$ cat config.mk
export PLATFORM = sky130hd
export DESIGN_NAME = ssc_safe_stop
export DESIGN_NICKNAME = d
export VERILOG_FILES = /design/src/ssc_safe_stop.v /design/src/ssc_step_timer.v
export VERILOG_INCLUDE_DIRS = /design/src /design/src/src
export SDC_FILE = /design/constraint.sdc
export NUM_CORES = 1
export LEC_CHECK = 0
export ABC_AREA = 1
export CORE_MARGIN = 3
export CORE_UTILIZATION = 60
export DETAILED_ROUTE_END_ITERATION = 7
export DONT_BUFFER_PORTS = 1
export PLACE_DENSITY = 0.76
export SYNTH_ARGS = -nofsm -noshare
export SYNTH_HDL_FRONTEND = slang
export SYNTH_HIERARCHICAL = 1
export SYNTH_SLANG_ARGS = --single-unit
$ cat constraint.sdc
create_clock -name clock_in -period 4.4 [get_ports clock_in]
set_clock_uncertainty 0.2 [all_clocks]
set_input_delay 0.88 -clock clock_in [delete_from_list [all_inputs] [get_ports clock_in]]
set_output_delay 0.88 -clock clock_in [all_outputs]
set_load 0.01 [all_outputs]
$ cat src/ssc_map.vh
// register map, field layout, reset values and timing constants of the safe stop controller
`ifndef SSC_MAP_VH
`define SSC_MAP_VH

// =====================================================
// register byte offsets
`define SSC_ADDR_W 8
`define SSC_REG_DELAY 8'h00
`define SSC_REG_OFFDLY 8'h04
`define SSC_REG_STILL 8'h08
`define SSC_REG_RAMP01 8'h0C
`define SSC_REG_RAMP23 8'h10
`define SSC_REG_OFFSET 8'h14
`define SSC_REG_STATUS 8'h18

// =====================================================
// field positions
`define SSC_STEP_W 6
`define SSC_OFF_BRAKE_LSB 0
`define SSC_OFF_TORQUE_LSB 8
`define SSC_ST_STATE_LSB 0
`define SSC_ST_OUT_LSB 8

// =====================================================
// reset values
`define SSC_RST_DELAY 32'h00000000
`define SSC_RST_OFFDLY 32'h00000000
`define SSC_RST_STILL 32'h0000000A
`define SSC_RST_RAMP01 32'h00200010
`define SSC_RST_RAMP23 32'h00800040
`define SSC_RST_OFFSET 32'h00000000

// =====================================================
// timing
`define SSC_STEP_MS 4
`define SSC_CLK_KHZ 25000
`define SSC_MAX_STEPS 6'h3E

// =====================================================
// bus answers
`define SSC_RESP_OKAY 2'h0
`define SSC_RESP_SLVERR 2'h2

`endif

$ cat src/ssc_safe_stop.v
// safe stop controller: stop sequencing, ramp supervision and axi4-lite registers
//
// What this block does
// - falling edge on either cat1 input starts cat1
// - falling edge on either cat2 input starts cat2
// - two ramp-select bits choose one of four ramps
// - rising reset edge returns block to normal operation
// - inhibit high suppresses cat0 on invalid speed
// - torque enable: 0 removes torque, 1 permits
// - brake enable: 0 cuts brake power, 1 releases
// - amplifier off: 0 shuts amplifier, 1 permits
// - stop request: 0 asks drive ramp, 1 none
// - ramp active high while stop ramp monitored
// - status reports torque removed by bad motion
// - status forced 1 while motion data invalid
// - status starts at 1 on entering run
// - reset possible high when reset is acceptable
// - speed monitored to decrease until standstill
// - ramp start delayed 0 to 248 ms, 4 ms steps
// - cat1 brake and torque off delays after amp off
//
// Implementation choices: the AXI4-Lite interface to the registers and the placing of the registers.
`timescale 1ns/10ps
`include "ssc_map.vh"
module ssc_safe_stop #(
	parameter TICK_CYCLES = `SSC_STEP_MS * `SSC_CLK_KHZ
) (
	input wire clock_in,
	input wire reset_in,
	input wire [15:0] speed_in,
	input wire speed_valid_in,
	input wire stop_cat1_request_a_in,
	input wire stop_cat1_request_b_in,
	input wire stop_cat2_request_a_in,
	input wire stop_cat2_request_b_in,
	input wire [1:0] ramp_select_in,
	input wire reset_request_in,
	input wire fault_inhibit_in,
	output wire torque_enable_out,
	output wire brake_enable_out,
	output wire amplifier_on_out,
	output wire stop_none_out,
	output wire ramp_active_out,
	output wire status_out,
	output wire reset_possible_out,
	input wire [7:0] s_axi_awaddr_in,
	input wire s_axi_awvalid_in,
	output wire s_axi_awready_out,
	input wire [31:0] s_axi_wdata_in,
	input wire [3:0] s_axi_wstrb_in,
	input wire s_axi_wvalid_in,
	output wire s_axi_wready_out,
	output wire [1:0] s_axi_bresp_out,
	output wire s_axi_bvalid_out,
	input wire s_axi_bready_in,
	input wire [7:0] s_axi_araddr_in,
	input wire s_axi_arvalid_in,
	output wire s_axi_arready_out,
	output wire [31:0] s_axi_rdata_out,
	output wire [1:0] s_axi_rresp_out,
	output wire s_axi_rvalid_out,
	input wire s_axi_rready_in
);
	localparam ST_RUN = 3'h0;
	localparam ST_DELAY = 3'h1;
	localparam ST_RAMP = 3'h2;
	localparam ST_OFF1 = 3'h3;
	localparam ST_HOLD2 = 3'h4;
	localparam ST_FAULT = 3'h5;

	// =====================================================
	// pin synchronisers and edge detection
	reg [6:0] sync1_r;
	reg [6:0] sync2_r;
	reg [6:0] prev_r;
	wire [6:0] pins = {fault_inhibit_in, reset_request_in, stop_cat2_request_b_in, stop_cat2_request_a_in,
		stop_cat1_request_b_in, stop_cat1_request_a_in, 1'b0};

	always @(posedge clock_in) begin
		if (reset_in) begin
			sync1_r <= 7'h1E;
			sync2_r <= 7'h1E;
			prev_r <= 7'h1E;
		end else begin
			sync1_r <= pins;
			sync2_r <= sync1_r;
			prev_r <= sync2_r;
		end
	end

	reg [1:0] sel1_r;
	reg [1:0] sel2_r;
	always @(posedge clock_in) begin
		if (reset_in) begin
			sel1_r <= 2'h0;
			sel2_r <= 2'h0;
		end else begin
			sel1_r <= ramp_select_in;
			sel2_r <= sel1_r;
		end
	end

	wire cat1_fall = (prev_r[1] & ~sync2_r[1]) | (prev_r[2] & ~sync2_r[2]);
	wire cat2_fall = (prev_r[3] & ~sync2_r[3]) | (prev_r[4] & ~sync2_r[4]);
	wire cat1_high = sync2_r[1] & sync2_r[2];
	wire cat1_rise = cat1_high & ~(prev_r[1] & prev_r[2]);
	wire reset_rise = sync2_r[5] & ~prev_r[5];
	wire inhibit = sync2_r[6];

	// =====================================================
	// step tick
	reg [16:0] tick_cnt_r;
	wire tick = (tick_cnt_r == TICK_CYCLES[16:0] - 17'h00001);
	always @(posedge clock_in) begin
		if (reset_in || tick)
			tick_cnt_r <= 17'h00000;
		else
			tick_cnt_r <= tick_cnt_r + 17'h00001;
	end

	// =====================================================
	// configuration registers
	reg [31:0] delay_r;
	reg [31:0] offdly_r;
	reg [31:0] still_r;
	reg [31:0] ramp01_r;
	reg [31:0] ramp23_r;
	reg [31:0] offset_r;

	function [5:0] clamp_steps;
		input [5:0] s;
		begin
			clamp_steps = (s > `SSC_MAX_STEPS) ? `SSC_MAX_STEPS : s;
		end
	endfunction

	function [31:0] merge;
		input [31:0] old;
		input [31:0] data;
		input [3:0] strb;
		integer i;
		begin
			merge = old;
			for (i = 0; i < 4; i = i + 1)
				if (strb[i])
					merge[i*8 +: 8] = data[i*8 +: 8];
		end
	endfunction

	wire [5:0] delay_steps = clamp_steps(delay_r[5:0]);
	wire [5:0] brake_steps = clamp_steps(offdly_r[`SSC_OFF_BRAKE_LSB +: `SSC_STEP_W]);
	wire [5:0] torque_steps = clamp_steps(offdly_r[`SSC_OFF_TORQUE_LSB +: `SSC_STEP_W]);

	// =====================================================
	// stop state machine
	reg [2:0] state_r;
	reg [2:0] state_nxt;
	reg cat1_r;
	reg cat1_nxt;
	reg [1:0] ramp_sel_r;
	reg [1:0] ramp_sel_nxt;
	reg [16:0] limit_r;
	reg [16:0] limit_nxt;
	reg torque_r;
	reg brake_r;
	reg amp_r;
	reg stop_r;
	reg ramp_r;
	reg status_r;
	reg resposs_r;
	wire delay_done;
	wire brake_done;
	wire torque_done;

	wire [15:0] steep = (ramp_sel_r == 2'h0) ? ramp01_r[15:0] : (ramp_sel_r == 2'h1) ? ramp01_r[31:16] :
		(ramp_sel_r == 2'h2) ? ramp23_r[15:0] : ramp23_r[31:16];
	wire [16:0] speed17 = {1'b0, speed_in};
	wire at_still = speed_in <= still_r[15:0];
	wire bad_data = ~speed_valid_in & ~inhibit;
	wire reset_ok = resposs_r & (reset_rise | cat1_rise);

	always @* begin
		state_nxt = state_r;
		cat1_nxt = cat1_r;
		ramp_sel_nxt = ramp_sel_r;
		limit_nxt = limit_r;
		case (state_r)
			ST_RUN: begin
				if (cat1_fall || cat2_fall) begin
					state_nxt = ST_DELAY;
					cat1_nxt = cat1_fall;
					ramp_sel_nxt = sel2_r;
				end
			end
			ST_DELAY: begin
				if (cat1_fall)
					cat1_nxt = 1'b1;
				if (delay_done) begin
					state_nxt = ST_RAMP;
					limit_nxt = speed17 + {1'b0, offset_r[15:0]};
				end
			end
			ST_RAMP: begin
				if (cat1_fall)
					cat1_nxt = 1'b1;
				if (speed_valid_in && speed17 > limit_r)
					state_nxt = ST_FAULT;
				else if (speed_valid_in && at_still)
					state_nxt = (cat1_r || cat1_fall) ? ST_OFF1 : ST_HOLD2;
				else if (tick)
					limit_nxt = (limit_r > {1'b0, steep}) ? limit_r - {1'b0, steep} : 17'h00000;
			end
			ST_OFF1: begin
				if (reset_ok)
					state_nxt = ST_RUN;
			end
			ST_HOLD2: begin
				if (cat1_fall) begin
					state_nxt = ST_OFF1;
					cat1_nxt = 1'b1;
				end else if (speed_valid_in && !at_still)
					state_nxt = ST_FAULT;
				else if (reset_ok)
					state_nxt = ST_RUN;
			end
			ST_FAULT: begin
				if (reset_ok)
					state_nxt = ST_RUN;
			end
			default: state_nxt = ST_FAULT;
		endcase
		// unreliable speed escalates straight to torque-off except in a cycle that accepts a reset, which returns to run first
		if (bad_data && state_nxt != ST_RUN)
			state_nxt = ST_FAULT;
		if (bad_data && state_r == ST_RUN)
			state_nxt = ST_FAULT;
	end

	wire load_delay = (state_r == ST_RUN) && (state_nxt == ST_DELAY);
	wire load_off = (state_r != ST_OFF1) && (state_nxt == ST_OFF1);

	ssc_step_timer u_delay (
		.clock_in(clock_in),
		.reset_in(reset_in),
		.load_in(load_delay),
		.tick_in(tick),
		.steps_in(delay_steps),
		.done_out(delay_done)
	);

	ssc_step_timer u_brake (
		.clock_in(clock_in),
		.reset_in(reset_in),
		.load_in(load_off),
		.tick_in(tick),
		.steps_in(brake_steps),
		.done_out(brake_done)
	);

	ssc_step_timer u_torque (
		.clock_in(clock_in),
		.reset_in(reset_in),
		.load_in(load_off),
		.tick_in(tick),
		.steps_in(torque_steps),
		.done_out(torque_done)
	);

	// =====================================================
	// drive outputs, all registered
	wire in_off1 = (state_nxt == ST_OFF1);
	wire in_fault = (state_nxt == ST_FAULT);
	// off delays run only after amp off falls, so load_off cycle still shows enables high
	wire torque_nxt = ~in_fault & ~(in_off1 & ~load_off & torque_done);
	wire brake_nxt = ~in_fault & ~(in_off1 & ~load_off & brake_done);
	wire amp_nxt = ~in_fault & ~in_off1;
	wire stop_nxt = (state_nxt == ST_RUN);
	wire ramp_nxt = (state_nxt == ST_DELAY) || (state_nxt == ST_RAMP);
	wire status_nxt = ~speed_valid_in | ~in_fault;
	wire resposs_nxt = cat1_high && (((state_nxt == ST_OFF1) && torque_done && brake_done && !load_off) ||
		(state_nxt == ST_HOLD2) || (state_nxt == ST_FAULT));

	always @(posedge clock_in) begin
		if (reset_in) begin
			state_r <= ST_RUN;
			cat1_r <= 1'b0;
			ramp_sel_r <= 2'h0;
			limit_r <= 17'h00000;
			torque_r <= 1'b1;
			brake_r <= 1'b1;
			amp_r <= 1'b1;
			stop_r <= 1'b1;
			ramp_r <= 1'b0;
			status_r <= 1'b1;
			resposs_r <= 1'b0;
		end else begin
			state_r <= state_nxt;
			cat1_r <= cat1_nxt;
			ramp_sel_r <= ramp_sel_nxt;
			limit_r <= limit_nxt;
			torque_r <= torque_nxt;
			brake_r <= brake_nxt;
			amp_r <= amp_nxt;
			stop_r <= stop_nxt;
			ramp_r <= ramp_nxt;
			status_r <= status_nxt;
			resposs_r <= resposs_nxt;
		end
	end

	assign torque_enable_out = torque_r;
	assign brake_enable_out = brake_r;
	assign amplifier_on_out = amp_r;
	assign stop_none_out = stop_r;
	assign ramp_active_out = ramp_r;
	assign status_out = status_r;
	assign reset_possible_out = resposs_r;

	// =====================================================
	// axi4-lite slave, one write and one read at a time
	reg aw_rdy_r;
	reg w_rdy_r;
	reg aw_have_r;
	reg w_have_r;
	reg [7:0] aw_addr_r;
	reg [31:0] w_data_r;
	reg [3:0] w_strb_r;
	reg bvalid_r;
	reg [1:0] bresp_r;
	reg ar_rdy_r;
	reg rvalid_r;
	reg [31:0] rdata_r;
	reg [1:0] rresp_r;
	wire do_write = aw_have_r & w_have_r & ~bvalid_r;
	wire wr_ok = (aw_addr_r == `SSC_REG_DELAY) || (aw_addr_r == `SSC_REG_OFFDLY) ||
		(aw_addr_r == `SSC_REG_STILL) || (aw_addr_r == `SSC_REG_RAMP01) ||
		(aw_addr_r == `SSC_REG_RAMP23) || (aw_addr_r == `SSC_REG_OFFSET);
	wire [31:0] status_word = {17'h00000, resposs_r, status_r, ramp_r, stop_r, amp_r, brake_r, torque_r,
		5'h00, state_r};

	always @(posedge clock_in) begin
		if (reset_in) begin
			aw_rdy_r <= 1'b0;
			w_rdy_r <= 1'b0;
			aw_have_r <= 1'b0;
			w_have_r <= 1'b0;
			aw_addr_r <= 8'h00;
			w_data_r <= 32'h00000000;
			w_strb_r <= 4'h0;
			bvalid_r <= 1'b0;
			bresp_r <= `SSC_RESP_OKAY;
			delay_r <= `SSC_RST_DELAY;
			offdly_r <= `SSC_RST_OFFDLY;
			still_r <= `SSC_RST_STILL;
			ramp01_r <= `SSC_RST_RAMP01;
			ramp23_r <= `SSC_RST_RAMP23;
			offset_r <= `SSC_RST_OFFSET;
		end else begin
			if (s_axi_awvalid_in && aw_rdy_r) begin
				aw_rdy_r <= 1'b0;
				aw_have_r <= 1'b1;
				aw_addr_r <= {s_axi_awaddr_in[7:2], 2'h0};
			end else if (!aw_have_r && !bvalid_r) begin
				aw_rdy_r <= 1'b1;
			end
			if (s_axi_wvalid_in && w_rdy_r) begin
				w_rdy_r <= 1'b0;
				w_have_r <= 1'b1;
				w_data_r <= s_axi_wdata_in;
				w_strb_r <= s_axi_wstrb_in;
			end else if (!w_have_r && !bvalid_r) begin
				w_rdy_r <= 1'b1;
			end
			if (do_write) begin
				aw_have_r <= 1'b0;
				w_have_r <= 1'b0;
				bvalid_r <= 1'b1;
				bresp_r <= wr_ok ? `SSC_RESP_OKAY : `SSC_RESP_SLVERR;
				case (aw_addr_r)
					`SSC_REG_DELAY: delay_r <= merge(delay_r, w_data_r, w_strb_r);
					`SSC_REG_OFFDLY: offdly_r <= merge(offdly_r, w_data_r, w_strb_r);
					`SSC_REG_STILL: still_r <= merge(still_r, w_data_r, w_strb_r);
					`SSC_REG_RAMP01: ramp01_r <= merge(ramp01_r, w_data_r, w_strb_r);
					`SSC_REG_RAMP23: ramp23_r <= merge(ramp23_r, w_data_r, w_strb_r);
					`SSC_REG_OFFSET: offset_r <= merge(offset_r, w_data_r, w_strb_r);
					default: bresp_r <= `SSC_RESP_SLVERR;
				endcase
			end else if (bvalid_r && s_axi_bready_in) begin
				bvalid_r <= 1'b0;
			end
		end
	end

	always @(posedge clock_in) begin
		if (reset_in) begin
			ar_rdy_r <= 1'b0;
			rvalid_r <= 1'b0;
			rdata_r <= 32'h00000000;
			rresp_r <= `SSC_RESP_OKAY;
		end else if (s_axi_arvalid_in && ar_rdy_r) begin
			ar_rdy_r <= 1'b0;
			rvalid_r <= 1'b1;
			rresp_r <= `SSC_RESP_OKAY;
			case ({s_axi_araddr_in[7:2], 2'h0})
				`SSC_REG_DELAY: rdata_r <= delay_r;
				`SSC_REG_OFFDLY: rdata_r <= offdly_r;
				`SSC_REG_STILL: rdata_r <= still_r;
				`SSC_REG_RAMP01: rdata_r <= ramp01_r;
				`SSC_REG_RAMP23: rdata_r <= ramp23_r;
				`SSC_REG_OFFSET: rdata_r <= offset_r;
				`SSC_REG_STATUS: rdata_r <= status_word;
				default: begin
					rdata_r <= 32'h00000000;
					rresp_r <= `SSC_RESP_SLVERR;
				end
			endcase
		end else if (rvalid_r) begin
			if (s_axi_rready_in)
				rvalid_r <= 1'b0;
		end else begin
			ar_rdy_r <= 1'b1;
		end
	end

	assign s_axi_awready_out = aw_rdy_r;
	assign s_axi_wready_out = w_rdy_r;
	assign s_axi_bvalid_out = bvalid_r;
	assign s_axi_bresp_out = bresp_r;
	assign s_axi_arready_out = ar_rdy_r;
	assign s_axi_rvalid_out = rvalid_r;
	assign s_axi_rdata_out = rdata_r;
	assign s_axi_rresp_out = rresp_r;
endmodule

$ cat src/ssc_step_timer.v
// delay timer counting 4 ms step ticks after a load, the first step possibly short
`timescale 1ns/10ps
module ssc_step_timer (
	input wire clock_in,
	input wire reset_in,
	input wire load_in,
	input wire tick_in,
	input wire [5:0] steps_in,
	output wire done_out
);
	reg [5:0] cnt_r;
	reg run_r;
	reg done_r;

	assign done_out = done_r;

	// first step may be short: granularity is one tick, not one load
	always @(posedge clock_in) begin
		if (reset_in) begin
			cnt_r <= 6'h00;
			run_r <= 1'b0;
			done_r <= 1'b0;
		end else if (load_in) begin
			cnt_r <= steps_in;
			run_r <= 1'b1;
			done_r <= 1'b0;
		end else if (run_r) begin
			if (cnt_r == 6'h00) begin
				run_r <= 1'b0;
				done_r <= 1'b1;
			end else if (tick_in) begin
				cnt_r <= cnt_r - 6'h01;
			end
		end
	end
endmodule

==> flow_metrics.tcl <==
set metrics [dict create \
    syn_avg_cell_area_um2 7.18 \
    post_cts_buffers 0 \
    dieArea_mm2 0.0319 \
    finalHoldViolCount 0 \
    area_growth_pct 8.04 \
    synth_area_mm2 0.0179 \
    start_util_pct 61.6 \
    slew_violations 0 \
    setup_tns_ns 0 \
    cts_tree "yes" \
    antenna_found_initial 1 \
    dp_hpwl_mm 38.3 \
    async_flop_share_pct 0 \
    worstMarginPinSlew_ns 0.792 \
    core_area_mm2 0.0290 \
    synthXorXnorAreaFrac_pct 0.833 \
    ys_seq_area_share_pct 41.1 \
    gp_congestion 0.921 \
    path_delay_family "compound AO/OA/AOI/OAI gates" \
    drt_iter0_markers 1983 \
    pre_cts_slack_ns 0.668 \
    synth-edff-count 0 \
    min_period_ns 3.90 \
    cts_resized 0 \
    clock_latency_ns 0.55 \
    p_per_area_mw_per_mm2 428 \
    yosys.area.top_type "dfxtp_1" \
    first_pass_iters 8 \
    grt_pass1_wl_mm 81.4 \
    io_buffers 0 \
    synth_top_flop_cell "dfxtp_1" \
    grt_usage_pct 31.9 \
    route.detailed.drc 0 \
    worstSetupPathType "register to register" \
    cp_slowest_stage_delay_ns 0.60 \
    cp.required_ns 4.66 \
    ios 132 \
    ys_ff_latch 367 \
    fmax_mhz 256 \
    post_drt_wl_per_cell_um 18.3 \
    worst-path-buf-inv 3 \
    synth_top_family_by_area "simple AND/OR/NAND/NOR gates" \
    rsz0062_at_grt "false" \
    n_antenna_cell 0 \
    drive_above_1_share_pct 7.03 \
    cp-start-kind "register" \
    hold_class "register to register" \
    yosysTopAreaCellShare_pct 41.1 \
    grt_pass1_vias 15400 \
    cp_slowest_cell "dfxtp_1" \
    dr_total_vias 16800 \
    fin_area_mm2 0.0193 \
    viasPerCell 5.92 \
    cts_root_buffer "clkbuf_16" \
    peakVddDrop_mv 0.280 \
    ys_warn_count 6 \
    synth-compound-area-share_pct 21.2 \
    path_cells "inv_1, nor2_1, a221oi_1, a22oi_1, ha_1, inv_1, fa_1, nand3_1, nand2_1, a21oi_1, inv_1, a21oi_1, o21ai_0, xor2_1, o21ai_0, nand3_1, a21oi_1" \
    grt_max_degree 133 \
    fill_cells 2549 \
    synth_area_leaders "dfxtp_1 (41%), nor2_1 (8.5%), o21ai_0 (8.1%)" \
    setup_viol 0 \
    fin_ws_ns 0.500 \
    netlist_instances 2490 \
    cellLeakagePower_nw 7.83 \
    fp.dieW_um 179 \
    power.total_mw 8.27 \
    path_clk_slew_ns 0.06 \
    ctsHoldBuffers 0 \
    final_core_util_pct 66.5 \
    min_period_over_period_pct 88.6 \
    postRouteAntennaNets 0 \
    max_slew_margin_pct 47.2 \
    grt.overflow.total 0 \
    muxShareOfSynthArea_pct 0 \
    synthAdderAreaFrac_pct 5.20 \
    status "finished clean" \
    totalWireLength_mm 52.1 \
    clk_path_buf_depth 3 \
    rows 62 \
    synth_cell_types 53 \
    numCtsBuffers 38 \
    cts.sinks 367 \
    htreeDepth 2 \
    critical_path.endpoint_type "register" \
    crit_path_max_fanout 11 \
    drv_cap 0 \
    floorplan.die.height_um 179 \
    cp_data_arrival_time_ns 4.16 \
    synthSimpleGateAreaFrac_pct 23.5 \
    placed_cell_area_mm2 0.0180 \
    fin_nets 2591 \
]
## worst reg2reg max path, cell delays in order (launching register included)
cell,delay (ns)
dfxtp_1,0.60
inv_1,0.11
nor2_1,0.33
a221oi_1,0.15
a22oi_1,0.26
ha_1,0.21
inv_1,0.07
fa_1,0.41
nand3_1,0.10
nand2_1,0.11
a21oi_1,0.20
inv_1,0.10
a21oi_1,0.28
o21ai_0,0.17
xor2_1,0.16
o21ai_0,0.15
nand3_1,0.09
a21oi_1,0.12
## Yosys cell counts (all sizes together), types with 19 or more instances
| cell | number |
|---|---|
| nand3 | 90 |
| o22ai | 32 |
| ha | 71 |
| nor3 | 31 |
| nand2 | 372 |
| buf | 26 |
| dfxtp | 367 |
| nor2 | 420 |
| nand4 | 29 |
| a22oi | 25 |
| a21oi | 256 |
| o21ai | 302 |
| inv | 253 |
| clkbuf | 90 |
| or2 | 19 |
## cells by family after synthesis
group | after synthesis
xor+xnor | 17
flops | 367
buf+inv | 373
other cells | 1
compound gates | 687
simple gates | 972
fa+ha+maj | 73
## final timing paths
kind,startpoint,end,slack (ns),cells past startpoint
setup / recovery,ramp_sel_r[1]$_SDFFE_PP0P_,limit_r[16]$_SDFFE_PP0P_,0.50,17
hold / removal,sync1_r[6]$_SDFF_PP0_,sync2_r[6]$_SDFF_PP0_,0.20,2
setup reg to reg,ramp_sel_r[1]$_SDFFE_PP0P_,limit_r[16]$_SDFFE_PP0P_,0.50,17
hold reg to reg,sync1_r[6]$_SDFF_PP0_,sync2_r[6]$_SDFF_PP0_,0.20,2
## routing by layer
layer / part of all wire (%) / vias up / track usage, % / wire [um]
met5: 0.035 / - / 0 / 18
met4: 4.5 / 2 / 12.7 / 2320
met3: 9.9 / 145 / 6.11 / 5160
met2: 43 / 738 / 48.6 / 22300
met1: 43 / 7757 / 44.7 / 22300
li1: - / 8190 / - / -
## power breakdown
group,internal [mW],total [mW],switching [mW]
logic,0.474,1.36,0.882
clock network,1.92,3.28,1.36
registers,3.44,3.64,0.195
## flip-flops by register name, indices dropped and copies added (netlist names), 3 cells and up
name,count
offdly_r,32
limit_r,17
sync1_r,6
still_r,32
w_strb_r,4
prev_r,5
u_torque/cnt_r,6
ramp01_r,32
delay_r,32
tick_cnt_r,17
state_r,3
ramp23_r,32
s_axi_rdata_out,32
w_data_r,32
sync2_r,6
aw_addr_r,6
u_brake/cnt_r,6
u_delay/cnt_r,6
offset_r,32
## metrics by stage
stage                     instances  hold slack [ns]
final                          2844            0.205
after global placement         2778            0.193
after CTS                      2844            0.198
after global routing           2844            0.198
after floorplan                2491            0.188
after detailed placement       2778            0.193
## cell type report
cell class | count | area [um2] | share of cell area (%)
multi-input cells | 1751 | 9090 | 47.1
flip-flops and latches | 367 | 7350 | 38.1
clock buffers | 55 | 1090 | 5.67
inverters | 257 | 967 | 5.01
well taps | 384 | 480 | 2.49
clock inverters | 11 | 174 | 0.901
repair buffers | 19 | 155 | 0.804
## placed cells by master (no fill, tap or decap), types with 9 or more instances in the layout
cell | netlist | routed
o22ai_1 | 32 | 32
nand4_1 | 28 | 28
nand3_1 | 76 | 76
clkbuf_16 | 0 | 38
a31oi_1 | 10 | 10
nor3_1 | 25 | 24
a21oi_1 | 251 | 251
nor2_2 | 10 | 11
nor2_1 | 405 | 404
inv_1 | 232 | 232
nand2_1 | 363 | 363
ha_1 | 71 | 71
o21ai_1 | 11 | 11
a22oi_1 | 25 | 25
o2111ai_1 | 12 | 12
dfxtp_1 | 367 | 367
or2_2 | 19 | 19
clkbuf_1 | 90 | 9
inv_2 | 21 | 21
o21ai_0 | 289 | 289
xor2_1 | 10 | 10
buf_4 | 6 | 18
a221oi_1 | 17 | 17
(Power assumes the default switching activity.)
